--- config.mk ---
export PLATFORM = sky130hd
export DESIGN_NAME = rat_top
export DESIGN_NICKNAME = d
export VERILOG_FILES = /design/src/pkg/rat_pkg.sv /design/src/logic/rat_calendar.sv /design/src/logic/rat_events.sv /design/src/logic/rat_top.sv
export SDC_FILE = /design/constraint.sdc
export NUM_CORES = 1
export LEC_CHECK = 0
export BUFFER_PORTS_ARGS = -buffer_cell sky130_fd_sc_hd__buf_2
export CAP_MARGIN = 20
export CORE_ASPECT_RATIO = 0.6
export CORE_UTILIZATION = 59
export CTS_CLUSTER_SIZE = 8
export DETAILED_ROUTE_END_ITERATION = 8
export PLACE_DENSITY_LB_ADDON = 0.3
export SYNTH_ARGS = -nofsm -noshare
export SYNTH_HDL_FRONTEND = slang
export SYNTH_HIERARCHICAL = 1
export SYNTH_SLANG_ARGS = --single-unit
export TNS_END_PERCENT = 20
--- constraint.sdc ---
create_clock -name I_SYS_CLK -period 5.68 [get_ports I_SYS_CLK]
set_clock_uncertainty 0.15 [all_clocks]
set_input_delay 0.568 -clock I_SYS_CLK [delete_from_list [all_inputs] [get_ports I_SYS_CLK]]
set_output_delay 0.568 -clock I_SYS_CLK [all_outputs]
set_load 0.005 [all_outputs]
--- src/pkg/rat_pkg.sv ---
package rat_pkg;
  // ==========================================
  // timing
  localparam int unsigned CLK_HZ = 10_000_000;
  localparam int unsigned T_SEC_MS = 1000;
  localparam int unsigned T_HOLD_MS = 500;
  localparam int unsigned SEC_CYCLES_DEF = CLK_HZ / 1000 * T_SEC_MS;
  localparam int unsigned HOLD_CYCLES_DEF = CLK_HZ / 1000 * T_HOLD_MS;
  // ==========================================
  // register indices, byte address is four times the index
  localparam logic [7:0] IDX_WAKE_SEC = 8'h46;
  localparam logic [7:0] IDX_WAKE_MIN = 8'h47;
  localparam logic [7:0] IDX_WAKE_HOUR = 8'h48;
  localparam logic [7:0] IDX_WAKE_DAY = 8'h49;
  localparam logic [7:0] IDX_WAKE_MONTH = 8'h4a;
  localparam logic [7:0] IDX_WAKE_YEAR = 8'h4b;
  localparam logic [7:0] IDX_ELAPSED0 = 8'h4c;
  localparam logic [7:0] IDX_ELAPSED1 = 8'h4d;
  localparam logic [7:0] IDX_ELAPSED2 = 8'h4e;
  localparam logic [7:0] IDX_ELAPSED3 = 8'h4f;
  localparam logic [7:0] IDX_IRQ_STATUS = 8'ha0;
  localparam logic [7:0] IDX_IRQ_CLEAR = 8'ha1;
  localparam logic [7:0] IDX_IRQ_ENABLE = 8'ha2;
  // ==========================================
  // field positions
  localparam int unsigned POS_TICK_WAKE = 5;
  localparam int unsigned POS_TICK_MIN = 4;
  localparam int unsigned POS_TICK_ON = 7;
  localparam int unsigned POS_ALARM_ON = 6;
  localparam int unsigned POS_CAUSE = 6;
  localparam int unsigned EV_TICK = 0;
  localparam int unsigned EV_ALARM = 1;
  localparam int unsigned NUM_EV = 2;
  // ==========================================
  // reset values
  localparam logic [5:0] RST_SEC = 6'h00;
  localparam logic [5:0] RST_MIN = 6'h00;
  localparam logic [4:0] RST_HOUR = 5'h00;
  localparam logic [4:0] RST_DAY = 5'h01;
  localparam logic [3:0] RST_MONTH = 4'h1;
  localparam logic [5:0] RST_YEAR = 6'h00;
  // calendar limits
  localparam logic [5:0] MAX_SEC = 6'h3b;
  localparam logic [4:0] MAX_HOUR = 5'h17;
  localparam logic [3:0] MAX_MONTH = 4'hc;
  // ==========================================
  // bus data phase
  typedef enum logic [1:0] {
    PH_IDLE = 2'b00,
    PH_WRITE = 2'b01,
    PH_READ = 2'b10
  } rat_phase_e;
endpackage

--- src/logic/rat_calendar.sv ---
// ==========================================
// one-second prescaler, calendar and elapsed seconds
module rat_calendar import rat_pkg::*; #(
  parameter int unsigned SEC_CYCLES = SEC_CYCLES_DEF
) (
  input wire logic i_clk,
  input wire logic i_rst_n,
  input wire logic i_ce,
  output logic o_sec_stb,
  output logic [5:0] o_sec,
  output logic [5:0] o_min,
  output logic [4:0] o_hour,
  output logic [4:0] o_day,
  output logic [3:0] o_mon,
  output logic [5:0] o_year,
  output logic [31:0] o_count
);
  logic [31:0] pre;
  logic wrap;
  logic [4:0] last_day;

  assign wrap = (pre == SEC_CYCLES - 1);

  // month length, leap year every fourth year from 2000
  always_comb begin
    unique case (o_mon)
      4'h2: last_day = (o_year[1:0] == 2'h0) ? 5'h1d : 5'h1c;
      4'h4, 4'h6, 4'h9, 4'hb: last_day = 5'h1e;
      default: last_day = 5'h1f;
    endcase
  end

  // prescaler, strobe comes with the new calendar values
  always_ff @(posedge i_clk) begin
    if (!i_rst_n) begin
      pre <= 32'h0;
      o_sec_stb <= 1'b0;
    end else if (i_ce) begin
      pre <= wrap ? 32'h0 : pre + 32'h1;
      o_sec_stb <= wrap;
    end
  end

  // cascaded calendar counters
  always_ff @(posedge i_clk) begin
    if (!i_rst_n) begin
      o_sec <= RST_SEC;
      o_min <= RST_MIN;
      o_hour <= RST_HOUR;
      o_day <= RST_DAY;
      o_mon <= RST_MONTH;
      o_year <= RST_YEAR;
      o_count <= 32'h0;
    end else if (i_ce && wrap) begin
      o_count <= o_count + 32'h1;
      o_sec <= (o_sec == MAX_SEC) ? 6'h0 : o_sec + 6'h1;
      if (o_sec == MAX_SEC) begin
        o_min <= (o_min == MAX_SEC) ? 6'h0 : o_min + 6'h1;
        if (o_min == MAX_SEC) begin
          o_hour <= (o_hour == MAX_HOUR) ? 5'h0 : o_hour + 5'h1;
          if (o_hour == MAX_HOUR) begin
            o_day <= (o_day == last_day) ? RST_DAY : o_day + 5'h1;
            if (o_day == last_day) begin
              o_mon <= (o_mon == MAX_MONTH) ? RST_MONTH : o_mon + 4'h1;
              if (o_mon == MAX_MONTH) begin
                o_year <= o_year + 6'h1; // wraps after 63
              end
            end
          end
        end
      end
    end
  end
endmodule // rat_calendar

--- src/logic/rat_events.sv ---
// ==========================================
// tick and calendar match detection
module rat_events import rat_pkg::*; (
  input wire logic i_clk,
  input wire logic i_rst_n,
  input wire logic i_ce,
  input wire logic i_sec_stb,
  input wire logic [5:0] i_sec,
  input wire logic [5:0] i_min,
  input wire logic [4:0] i_hour,
  input wire logic [4:0] i_day,
  input wire logic [3:0] i_mon,
  input wire logic [5:0] i_year,
  input wire logic [5:0] i_w_sec,
  input wire logic [5:0] i_w_min,
  input wire logic [4:0] i_w_hour,
  input wire logic [4:0] i_w_day,
  input wire logic [3:0] i_w_mon,
  input wire logic [5:0] i_w_year,
  input wire logic i_tick_on,
  input wire logic i_tick_min,
  input wire logic i_alarm_on,
  output logic o_tick_ev,
  output logic o_alarm_ev
);
  logic match;

  assign match = (i_sec == i_w_sec) && (i_min == i_w_min) && (i_hour == i_w_hour)
    && (i_day == i_w_day) && (i_mon == i_w_mon) && (i_year == i_w_year);

  // only checked on a new second, so a match fires once, not for a whole second
  always_ff @(posedge i_clk) begin
    if (!i_rst_n) begin
      o_tick_ev <= 1'b0;
      o_alarm_ev <= 1'b0;
    end else if (i_ce) begin
      o_tick_ev <= i_sec_stb && i_tick_on && (!i_tick_min || i_sec == 6'h0);
      o_alarm_ev <= i_sec_stb && i_alarm_on && match;
    end
  end
endmodule // rat_events

--- src/logic/rat_top.sv ---
// Function
// - wake hour setting, 5 bits at 4:0, range 0 to 23, upper bits read zero.
// - wake day setting, 5 bits at 4:0, range 1 to 31, bits 7:5 read zero.
// - month register bit 5 enables wake-up on the periodic tick.
// - month register bit 4 picks tick interval, 0 second, 1 minute.
// - wake month setting, 4 bits at 3:0, range 1 to 12, bits 7:6 zero.
// - year register bit 7 enables periodic tick events.
// - year register bit 6 enables the calendar match alarm.
// - wake year setting, 6 bits at 5:0, zero meaning year 2000.
// - writing the year register moves staged minute to month and the written year into active compare.
// - reading elapsed byte 0 captures all 32 bits, held about half a second.
// - elapsed seconds in four read-only bytes, least significant first.
// - seconds alarm bits 7:6 report cause: none, tick, alarm, both.
// - wake second and wake minute, 6 bits at 5:0, range 0 to 59.

// register page: byte address is four times the index, data in bits 7:0.
// reads see one wait state so their data always come from a flop;
// writes complete in their single data cycle with no wait.
// wake minute to month settings are staged and only a year write makes
// them live, so software can rewrite an alarm without a false match between.
// the interrupt status bits double as the cause field of the wake second register.
// hsize is ignored: each register is one aligned word with data in bits 7:0.
// only one interrupt output: high while any enabled status bit is set.
module rat_top import rat_pkg::*; #(
  parameter int unsigned SEC_CYCLES = SEC_CYCLES_DEF,
  parameter int unsigned HOLD_CYCLES = HOLD_CYCLES_DEF
) (
  input wire logic I_SYS_CLK,
  input wire logic I_RST_N,
  input wire logic I_CLK_EN,
  input wire logic I_HSEL,
  input wire logic [31:0] I_HADDR,
  input wire logic [1:0] I_HTRANS,
  input wire logic I_HWRITE,
  input wire logic [2:0] I_HSIZE,
  input wire logic [31:0] I_HWDATA,
  input wire logic I_HREADY,
  output logic [31:0] O_HRDATA,
  output logic O_HREADYOUT,
  output logic O_HRESP,
  output logic O_IRQ,
  output logic O_WAKE
);
  // ==========================================
  // declarations
  rat_phase_e phase;
  logic [7:0] dph_idx;
  logic dph_map;
  logic accept;
  logic wr_en;
  logic rd_en;
  logic [7:0] wd;
  logic [31:0] next_rdata;

  // per-register strobes, decoded once for all consumers
  logic wr_year;
  logic wr_clear;
  logic wr_enable;
  logic rd_first;
  logic [1:0] cause;

  // wake settings: second is live, minute to month are staged
  logic [5:0] w_sec;
  logic [5:0] stg_min;
  logic [4:0] stg_hour;
  logic [4:0] stg_day;
  logic [3:0] stg_mon;
  logic [5:0] act_min;
  logic [4:0] act_hour;
  logic [4:0] act_day;
  logic [3:0] act_mon;
  logic [5:0] act_year;
  logic tick_wake;
  logic tick_min;
  logic tick_on;
  logic alarm_on;

  // elapsed seconds snapshot
  logic [31:0] snap;
  logic [31:0] hold_cnt;
  logic holding;

  // calendar and events
  logic sec_stb;
  logic [5:0] c_sec;
  logic [5:0] c_min;
  logic [4:0] c_hour;
  logic [4:0] c_day;
  logic [3:0] c_mon;
  logic [5:0] c_year;
  logic [31:0] live;
  logic tick_ev;
  logic alarm_ev;
  logic [NUM_EV-1:0] ev;
  logic [NUM_EV-1:0] irq_status;
  logic [NUM_EV-1:0] irq_enable;
  logic [NUM_EV-1:0] irq_clr;

  // ==========================================
  // ahb-lite slave front end
  // the only slave, so I_HREADY mirrors our own ready
  assign accept = I_HSEL && I_HTRANS[1] && I_HREADY;
  assign wr_en = (phase == PH_WRITE) && dph_map;
  assign rd_en = (phase == PH_READ) && dph_map;
  assign wd = I_HWDATA[7:0];

  // one decode per register access; every consumer below shares the
  // same data-phase qualification, so none can act on a stale phase
  assign wr_year = wr_en && (dph_idx == IDX_WAKE_YEAR);
  assign wr_clear = wr_en && (dph_idx == IDX_IRQ_CLEAR);
  assign wr_enable = wr_en && (dph_idx == IDX_IRQ_ENABLE);
  assign rd_first = rd_en && (dph_idx == IDX_ELAPSED0);

  // data phase tracking; reads get one wait state so a
  // write just before them is always seen
  // a write to an unmapped or misaligned address is dropped through dph_map
  always_ff @(posedge I_SYS_CLK) begin
    if (!I_RST_N) begin
      phase <= PH_IDLE;
      dph_idx <= 8'h00;
      dph_map <= 1'b0;
    end else if (I_CLK_EN) begin
      if (accept) begin
        phase <= I_HWRITE ? PH_WRITE : PH_READ;
        dph_idx <= I_HADDR[9:2];
        dph_map <= (I_HADDR[31:10] == 22'h0) && (I_HADDR[1:0] == 2'h0);
      end else begin
        phase <= PH_IDLE;
      end
    end
  end

  // ready low only for the read wait cycle; response always okay
  // registered so the ready output never ripples from the bus inputs
  always_ff @(posedge I_SYS_CLK) begin
    if (!I_RST_N) begin
      O_HREADYOUT <= 1'b1;
      O_HRESP <= 1'b0;
    end else if (I_CLK_EN) begin
      O_HREADYOUT <= !(accept && !I_HWRITE);
      O_HRESP <= 1'b0;
    end
  end

  // ==========================================
  // wake setting registers
  // the month tick bits act at once; only the alarm compare fields are staged
  always_ff @(posedge I_SYS_CLK) begin
    if (!I_RST_N) begin
      w_sec <= RST_SEC;
      stg_min <= RST_MIN;
      stg_hour <= RST_HOUR;
      stg_day <= RST_DAY;
      stg_mon <= RST_MONTH;
      tick_wake <= 1'b0;
      tick_min <= 1'b0;
    end else if (I_CLK_EN && wr_en) begin
      unique case (dph_idx)
        IDX_WAKE_SEC: w_sec <= wd[5:0];
        IDX_WAKE_MIN: stg_min <= wd[5:0];
        IDX_WAKE_HOUR: stg_hour <= wd[4:0];
        IDX_WAKE_DAY: stg_day <= wd[4:0];
        IDX_WAKE_MONTH: begin
          stg_mon <= wd[3:0];
          tick_wake <= wd[POS_TICK_WAKE];
          tick_min <= wd[POS_TICK_MIN];
        end
        default: ;
      endcase
    end
  end

  // year write commits the staged fields together, so the
  // comparator never sees minute to year half updated
  always_ff @(posedge I_SYS_CLK) begin
    if (!I_RST_N) begin
      act_min <= RST_MIN;
      act_hour <= RST_HOUR;
      act_day <= RST_DAY;
      act_mon <= RST_MONTH;
      act_year <= RST_YEAR;
      tick_on <= 1'b0;
      alarm_on <= 1'b0;
    end else if (I_CLK_EN && wr_year) begin
      act_min <= stg_min;
      act_hour <= stg_hour;
      act_day <= stg_day;
      act_mon <= stg_mon;
      act_year <= wd[5:0];
      tick_on <= wd[POS_TICK_ON];
      alarm_on <= wd[POS_ALARM_ON];
    end
  end

  // ==========================================
  // elapsed seconds snapshot
  assign holding = (hold_cnt != 32'h0);

  // a byte 0 read freezes the count; between holds the
  // snapshot follows the live counter
  // limitation: a second byte 0 read inside the hold recaptures and
  // restarts it, and a reader slower than the hold still mixes bytes of two counts
  // the hold counts clock cycles, not seconds, so it scales with HOLD_CYCLES
  always_ff @(posedge I_SYS_CLK) begin
    if (!I_RST_N) begin
      snap <= 32'h0;
      hold_cnt <= 32'h0;
    end else if (I_CLK_EN) begin
      if (rd_first) begin
        snap <= live;
        hold_cnt <= HOLD_CYCLES;
      end else begin
        if (!holding) begin
          snap <= live;
        end
        if (holding) begin
          hold_cnt <= hold_cnt - 32'h1;
        end
      end
    end
  end

  // ==========================================
  // interrupt status, set wins over a clear in the same cycle
  assign ev[EV_TICK] = tick_ev;
  assign ev[EV_ALARM] = alarm_ev;
  assign irq_clr = wr_clear ? wd[NUM_EV-1:0] : '0;
  // cause field is the raw status, so it clears with the status bits
  assign cause = {irq_status[EV_ALARM], irq_status[EV_TICK]};

  // one sticky flop per event; a set in the clear cycle is kept, so no event is lost
  generate
    for (genvar i = 0; i < NUM_EV; i++) begin : g_status
      always_ff @(posedge I_SYS_CLK) begin
        if (!I_RST_N) begin
          irq_status[i] <= 1'b0;
        end else if (I_CLK_EN) begin
          irq_status[i] <= ev[i] || (irq_status[i] && !irq_clr[i]);
        end
      end
    end
  endgenerate

  // enable register
  // enable only masks the level; status keeps collecting events
  always_ff @(posedge I_SYS_CLK) begin
    if (!I_RST_N) begin
      irq_enable <= '0;
    end else if (I_CLK_EN && wr_enable) begin
      irq_enable <= wd[NUM_EV-1:0];
    end
  end

  // interrupt level and wake pulse, both registered
  // a tick wakes only when the tick itself is enabled as well
  always_ff @(posedge I_SYS_CLK) begin
    if (!I_RST_N) begin
      O_IRQ <= 1'b0;
      O_WAKE <= 1'b0;
    end else if (I_CLK_EN) begin
      O_IRQ <= |(irq_status & irq_enable);
      O_WAKE <= (tick_ev && tick_wake) || alarm_ev;
    end
  end

  // ==========================================
  // read mux; reserved and unmapped bits read zero
  always_comb begin
    next_rdata = 32'h0;
    if (dph_map) begin
      unique case (dph_idx)
        IDX_WAKE_SEC: next_rdata[7:0] = {cause, w_sec};
        IDX_WAKE_MIN: next_rdata[7:0] = {2'h0, stg_min};
        IDX_WAKE_HOUR: next_rdata[7:0] = {3'h0, stg_hour};
        IDX_WAKE_DAY: next_rdata[7:0] = {3'h0, stg_day};
        IDX_WAKE_MONTH: next_rdata[7:0] = {2'h0, tick_wake, tick_min, stg_mon};
        IDX_WAKE_YEAR: next_rdata[7:0] = {tick_on, alarm_on, act_year};
        IDX_ELAPSED0: next_rdata[7:0] = live[7:0];
        IDX_ELAPSED1: next_rdata[7:0] = snap[15:8];
        IDX_ELAPSED2: next_rdata[7:0] = snap[23:16];
        IDX_ELAPSED3: next_rdata[7:0] = snap[31:24];
        IDX_IRQ_STATUS: next_rdata[NUM_EV-1:0] = irq_status;
        IDX_IRQ_CLEAR: next_rdata = 32'h0; // write-only
        IDX_IRQ_ENABLE: next_rdata[NUM_EV-1:0] = irq_enable;
        default: next_rdata = 32'h0;
      endcase
    end
  end

  // read data loaded at the end of the wait cycle
  // it stands until the next read, so a slow master still sees it
  always_ff @(posedge I_SYS_CLK) begin
    if (!I_RST_N) begin
      O_HRDATA <= 32'h0;
    end else if (I_CLK_EN && phase == PH_READ) begin
      O_HRDATA <= next_rdata;
    end
  end

  // ==========================================
  // calendar and event detection
  // the calendar runs from reset only; this block has no time-set path
  // elapsed seconds come from the same counter chain as the calendar
  rat_calendar #(
    .SEC_CYCLES(SEC_CYCLES)
  ) u_cal (
    .i_clk(I_SYS_CLK),
    .i_rst_n(I_RST_N),
    .i_ce(I_CLK_EN),
    .o_sec_stb(sec_stb),
    .o_sec(c_sec),
    .o_min(c_min),
    .o_hour(c_hour),
    .o_day(c_day),
    .o_mon(c_mon),
    .o_year(c_year),
    .o_count(live)
  );

  // events are one-cycle strobes; the status flops above make them sticky
  // the match is checked once per second, on the strobe
  rat_events u_ev (
    .i_clk(I_SYS_CLK),
    .i_rst_n(I_RST_N),
    .i_ce(I_CLK_EN),
    .i_sec_stb(sec_stb),
    .i_sec(c_sec),
    .i_min(c_min),
    .i_hour(c_hour),
    .i_day(c_day),
    .i_mon(c_mon),
    .i_year(c_year),
    .i_w_sec(w_sec),
    .i_w_min(act_min),
    .i_w_hour(act_hour),
    .i_w_day(act_day),
    .i_w_mon(act_mon),
    .i_w_year(act_year),
    .i_tick_on(tick_on),
    .i_tick_min(tick_min),
    .i_alarm_on(alarm_on),
    .o_tick_ev(tick_ev),
    .o_alarm_ev(alarm_ev)
  );
endmodule // rat_top

==> impl_metrics.env <==
export IMPL_period_share_pct=57.7
export IMPL_postCtsHoldBufs=0
export IMPL_crit_type="reg2reg"
export IMPL_seq_area_frac_synth_pct=39.6
export IMPL_cts_buffers_inserted=35
export IMPL_gp_congestion=0.948
export IMPL_fin_total_pwr_mw=3.61
export IMPL_min_from="I_HWDATA[7]"
export IMPL_dp_hpwl_um=21800
export IMPL_reg2reg_to="snap[13]"
export IMPL_pwr_share_seq_pct=46.5
export IMPL_grt_util_all_layers_pct=30.0
export IMPL_fp_dieH_um=112
export IMPL_yosysUniqueCellTypes=77
export IMPL_drive_above_1_share_pct=9.42
export IMPL_cts_tree="yes"
export IMPL_first_global_vias=9622
export IMPL_min_path_cells=3
export IMPL_die_area_um2=20900
export IMPL_cpPeakStageDelay_ns=0.71
export IMPL_core_um2=19400
export IMPL_antenna_left=0
export IMPL_slew_violations=0
export IMPL_internal_power_mw=2.82
export IMPL_drt_wl_total_um=31200
export IMPL_gr_total_overflow=0
export IMPL_cts_resized=0
export IMPL_wl_per_cell_um=18.2
export IMPL_rrSetupSlack_ns=2.40
export IMPL_r2r_start="hold_cnt[0]"
export IMPL_postSynth_asyncResetShare_pct=0
export IMPL_drc=0
export IMPL_yosysTopAreaCell="dfxtp_1"
export IMPL_drt_vias_per_instance=6.21
export IMPL_synth_avg_cell_area_um2=8.43
export IMPL_synth_edff_count=0
export IMPL_htreeDepth=2
export IMPL_rr_worst_depth=9
export IMPL_synth_top_area_share_pct=39.6
export IMPL_antenna_cells=0
export IMPL_syn2layout_area_growth_pct=10.1
export IMPL_power_density_nw_per_um2=274
export IMPL_path_max_fanout=48
export IMPL_peakVddDrop_uv=197
export IMPL_start_util_pct=61.6
export IMPL_clkTransAtPathRegs_ns=0.05
export IMPL_p_sw_mw=0.791
export IMPL_drtPass1Iterations=5
export IMPL_clock_power_share_pct=50.4
export IMPL_switching_share_pct=21.9
export IMPL_crit_required_ns=5.88
export IMPL_cts_sinks=237
export IMPL_post_route_min_period_ns=3.28
export IMPL_yosys_warnings=6
export IMPL_cp_arrival_ns=3.48
export IMPL_min_to="tick_on"
export IMPL_p_comb_share_pct=3.1
export IMPL_start_kind="register"
export IMPL_io_pins=111
export IMPL_grt_first_pass_wirelength_um=49900
export IMPL_cts_setup_buffers=0
export IMPL_crit_chain="inv_1 -> ha_1 -> or4b_1 -> or3_1 -> or4_1 -> a21o_1 -> buf_4 -> nand3_1 -> o21ai_0"
export IMPL_fillers=1578
export IMPL_nets=1530
export IMPL_worstSetupEndpointType="register"
export IMPL_grt_max_degree=93
export IMPL_status="finished clean"
export IMPL_fin_setup_tns_ns=0
export IMPL_port_buffers=57
export IMPL_max_clock_path_buffers=3
export IMPL_finalSetupViolations=0
export IMPL_power_static_leakage_nw=4.72
export IMPL_worst_slew_pin_slew_ns=1.12
export IMPL_synth_most_common_cell="dfxtp_1"
export IMPL_maxCapViolations=0
export IMPL_synth_common_cells="dfxtp_1, nand2_1, nor2_1"
export IMPL_syn_area_um2=12000
export IMPL_relSlewSlack_pct=25.3
export IMPL_synthTopCellsByArea="dfxtp_1, nand2_1, xnor2_1, mux2i_1, nand3_1"
export IMPL_placementRows=39
export IMPL_vias=10600
export IMPL_min_path_type="in2reg"
export IMPL_ys_flop_type="dfxtp_1"
export IMPL_ys_seq_elements=237
export IMPL_syn_inst=1420
export IMPL_clk_latency_ns=0.50
export IMPL_rsz0062_at_grt="false"
export IMPL_drtIter0Drc=1010
export IMPL_slowest_stage="or4_1"
export IMPL_grt_antenna_before_repair=0
export IMPL_die_w_um=186
export IMPL_hold_viol=0
export IMPL_cts_root_buf="clkbuf_16"
export IMPL_fmax_mhz=305
## power groups by stage
stage | Combinational [mW] | Clock (mW) | Sequential (mW)
after detailed placement | 0.109 | 0 | 1.71
final | 0.111 | 1.82 | 1.68
after floorplan | 0.0842 | 0 | 1.71
after CTS | 0.109 | 1.84 | 1.68
after global placement | 0.107 | 0 | 1.71
after global routing | 0.121 | 1.92 | 1.68
## area by class of cell
cell class                 instances  area [µm²]  share of cell area (%)
timing repair buffer              68         370                    2.81
inverter                          25        93.8                   0.712
tap                              266         333                    2.53
clock buffer                      36         901                    6.84
multi-input combinational       1075        6700                    50.9
sequential                       237        4740                    36.0
clock inverter                     3        30.0                   0.228
## how the worst max path moves through the flow
stage / start / to / cells past startpoint
floorplan: hold_cnt[0] / snap[22] / 11
global placement: hold_cnt[0] / snap[12] / 9
detailed placement: hold_cnt[0] / snap[29] / 9
CTS: hold_cnt[0] / snap[13] / 9
global route: hold_cnt[0] / snap[14] / 9
finish: hold_cnt[0] / snap[13] / 9
## per-stage QoR
stage	util [%]	instances	area, µm²	setup WS (ns)	hold WS [ns]
floorplan	-	1444	12100	2.88	0.283
global placement	63.0	1671	12200	2.50	0.284
detailed placement	63.0	1671	12200	2.44	0.299
CTS	67.8	1710	13200	2.43	0.167
global route	67.8	1710	13200	2.23	0.175
finish	67.8	1710	13200	2.40	0.172
## placed cells by master (no fill, tap or decap), types with 5 or more instances in the layout
| cell | instances |
|---|---|
| nand3b_1 | 7 |
| nand2_1 | 184 |
| mux2i_1 | 53 |
| nand3_1 | 83 |
| dfxtp_1 | 237 |
| and2_1 | 9 |
| buf_2 | 56 |
| ha_1 | 13 |
| inv_1 | 23 |
| nor2_1 | 89 |
| nor2b_1 | 41 |
| nand4_1 | 43 |
| a31oi_1 | 5 |
| or3_1 | 21 |
| xnor2_1 | 63 |
| o211ai_1 | 19 |
| o21ai_1 | 29 |
| clkbuf_16 | 36 |
| a22oi_1 | 11 |
| nand2b_1 | 11 |
| and3_1 | 12 |
| conb_1 | 25 |
| a21oi_1 | 51 |
| xor2_1 | 33 |
| a21boi_0 | 40 |
| o31ai_1 | 13 |
| nor4_1 | 42 |
| buf_4 | 12 |
| o21ai_0 | 34 |
| and4_1 | 10 |
| or2_2 | 5 |
| or4_1 | 22 |
| nor3_1 | 29 |
## flip-flops by register name, indices dropped and copies added, names as in the netlist, 6 cells and up
name and cells:
u_cal/o_year 6, u_cal/o_min 6, act_year 6, u_cal/o_count 32
stg_min 6, O_HRDATA 8, u_cal/pre 32, dph_idx 8
u_cal/o_sec 6, act_min 6, snap 24, w_sec 6
hold_cnt 32
## worst max-delay path, delay by kind of cell (launching register included)
| family | cells | cell delay, ns |
|---|---|---|
| compound gates | 2 | 0.35 |
| fa+ha+maj | 1 | 0.20 |
| flops | 1 | 0.34 |
| buf+inv | 2 | 0.34 |
| simple gates | 4 | 1.75 |
## logic make-up (layout without fill, tap and decap cells)
logic type	count (synthesis)	after routing	share of synthesized area, %
xor gates and xnor gates	96	96	7.02
adders and majority gates	13	13	1.36
other	1	25	0.0313
DFF	237	237	39.6
and+or+nand+nor	638	638	28.0
AOI/OAI and AO/OA	241	241	13.1
buffers and inverters	132	132	5.13
muxes	62	62	5.65
## metal layers
layer  global-route usage [%]  part of all wire, %  vias up
met3                     8.73                   10       57
li1                         -                    -     5067
met1                     44.5                   48     4993
met2                     42.0                   40      503
met4                     7.43                  1.8        0
met5                        0                    0        -
Power figures use the tool's default switching activity.
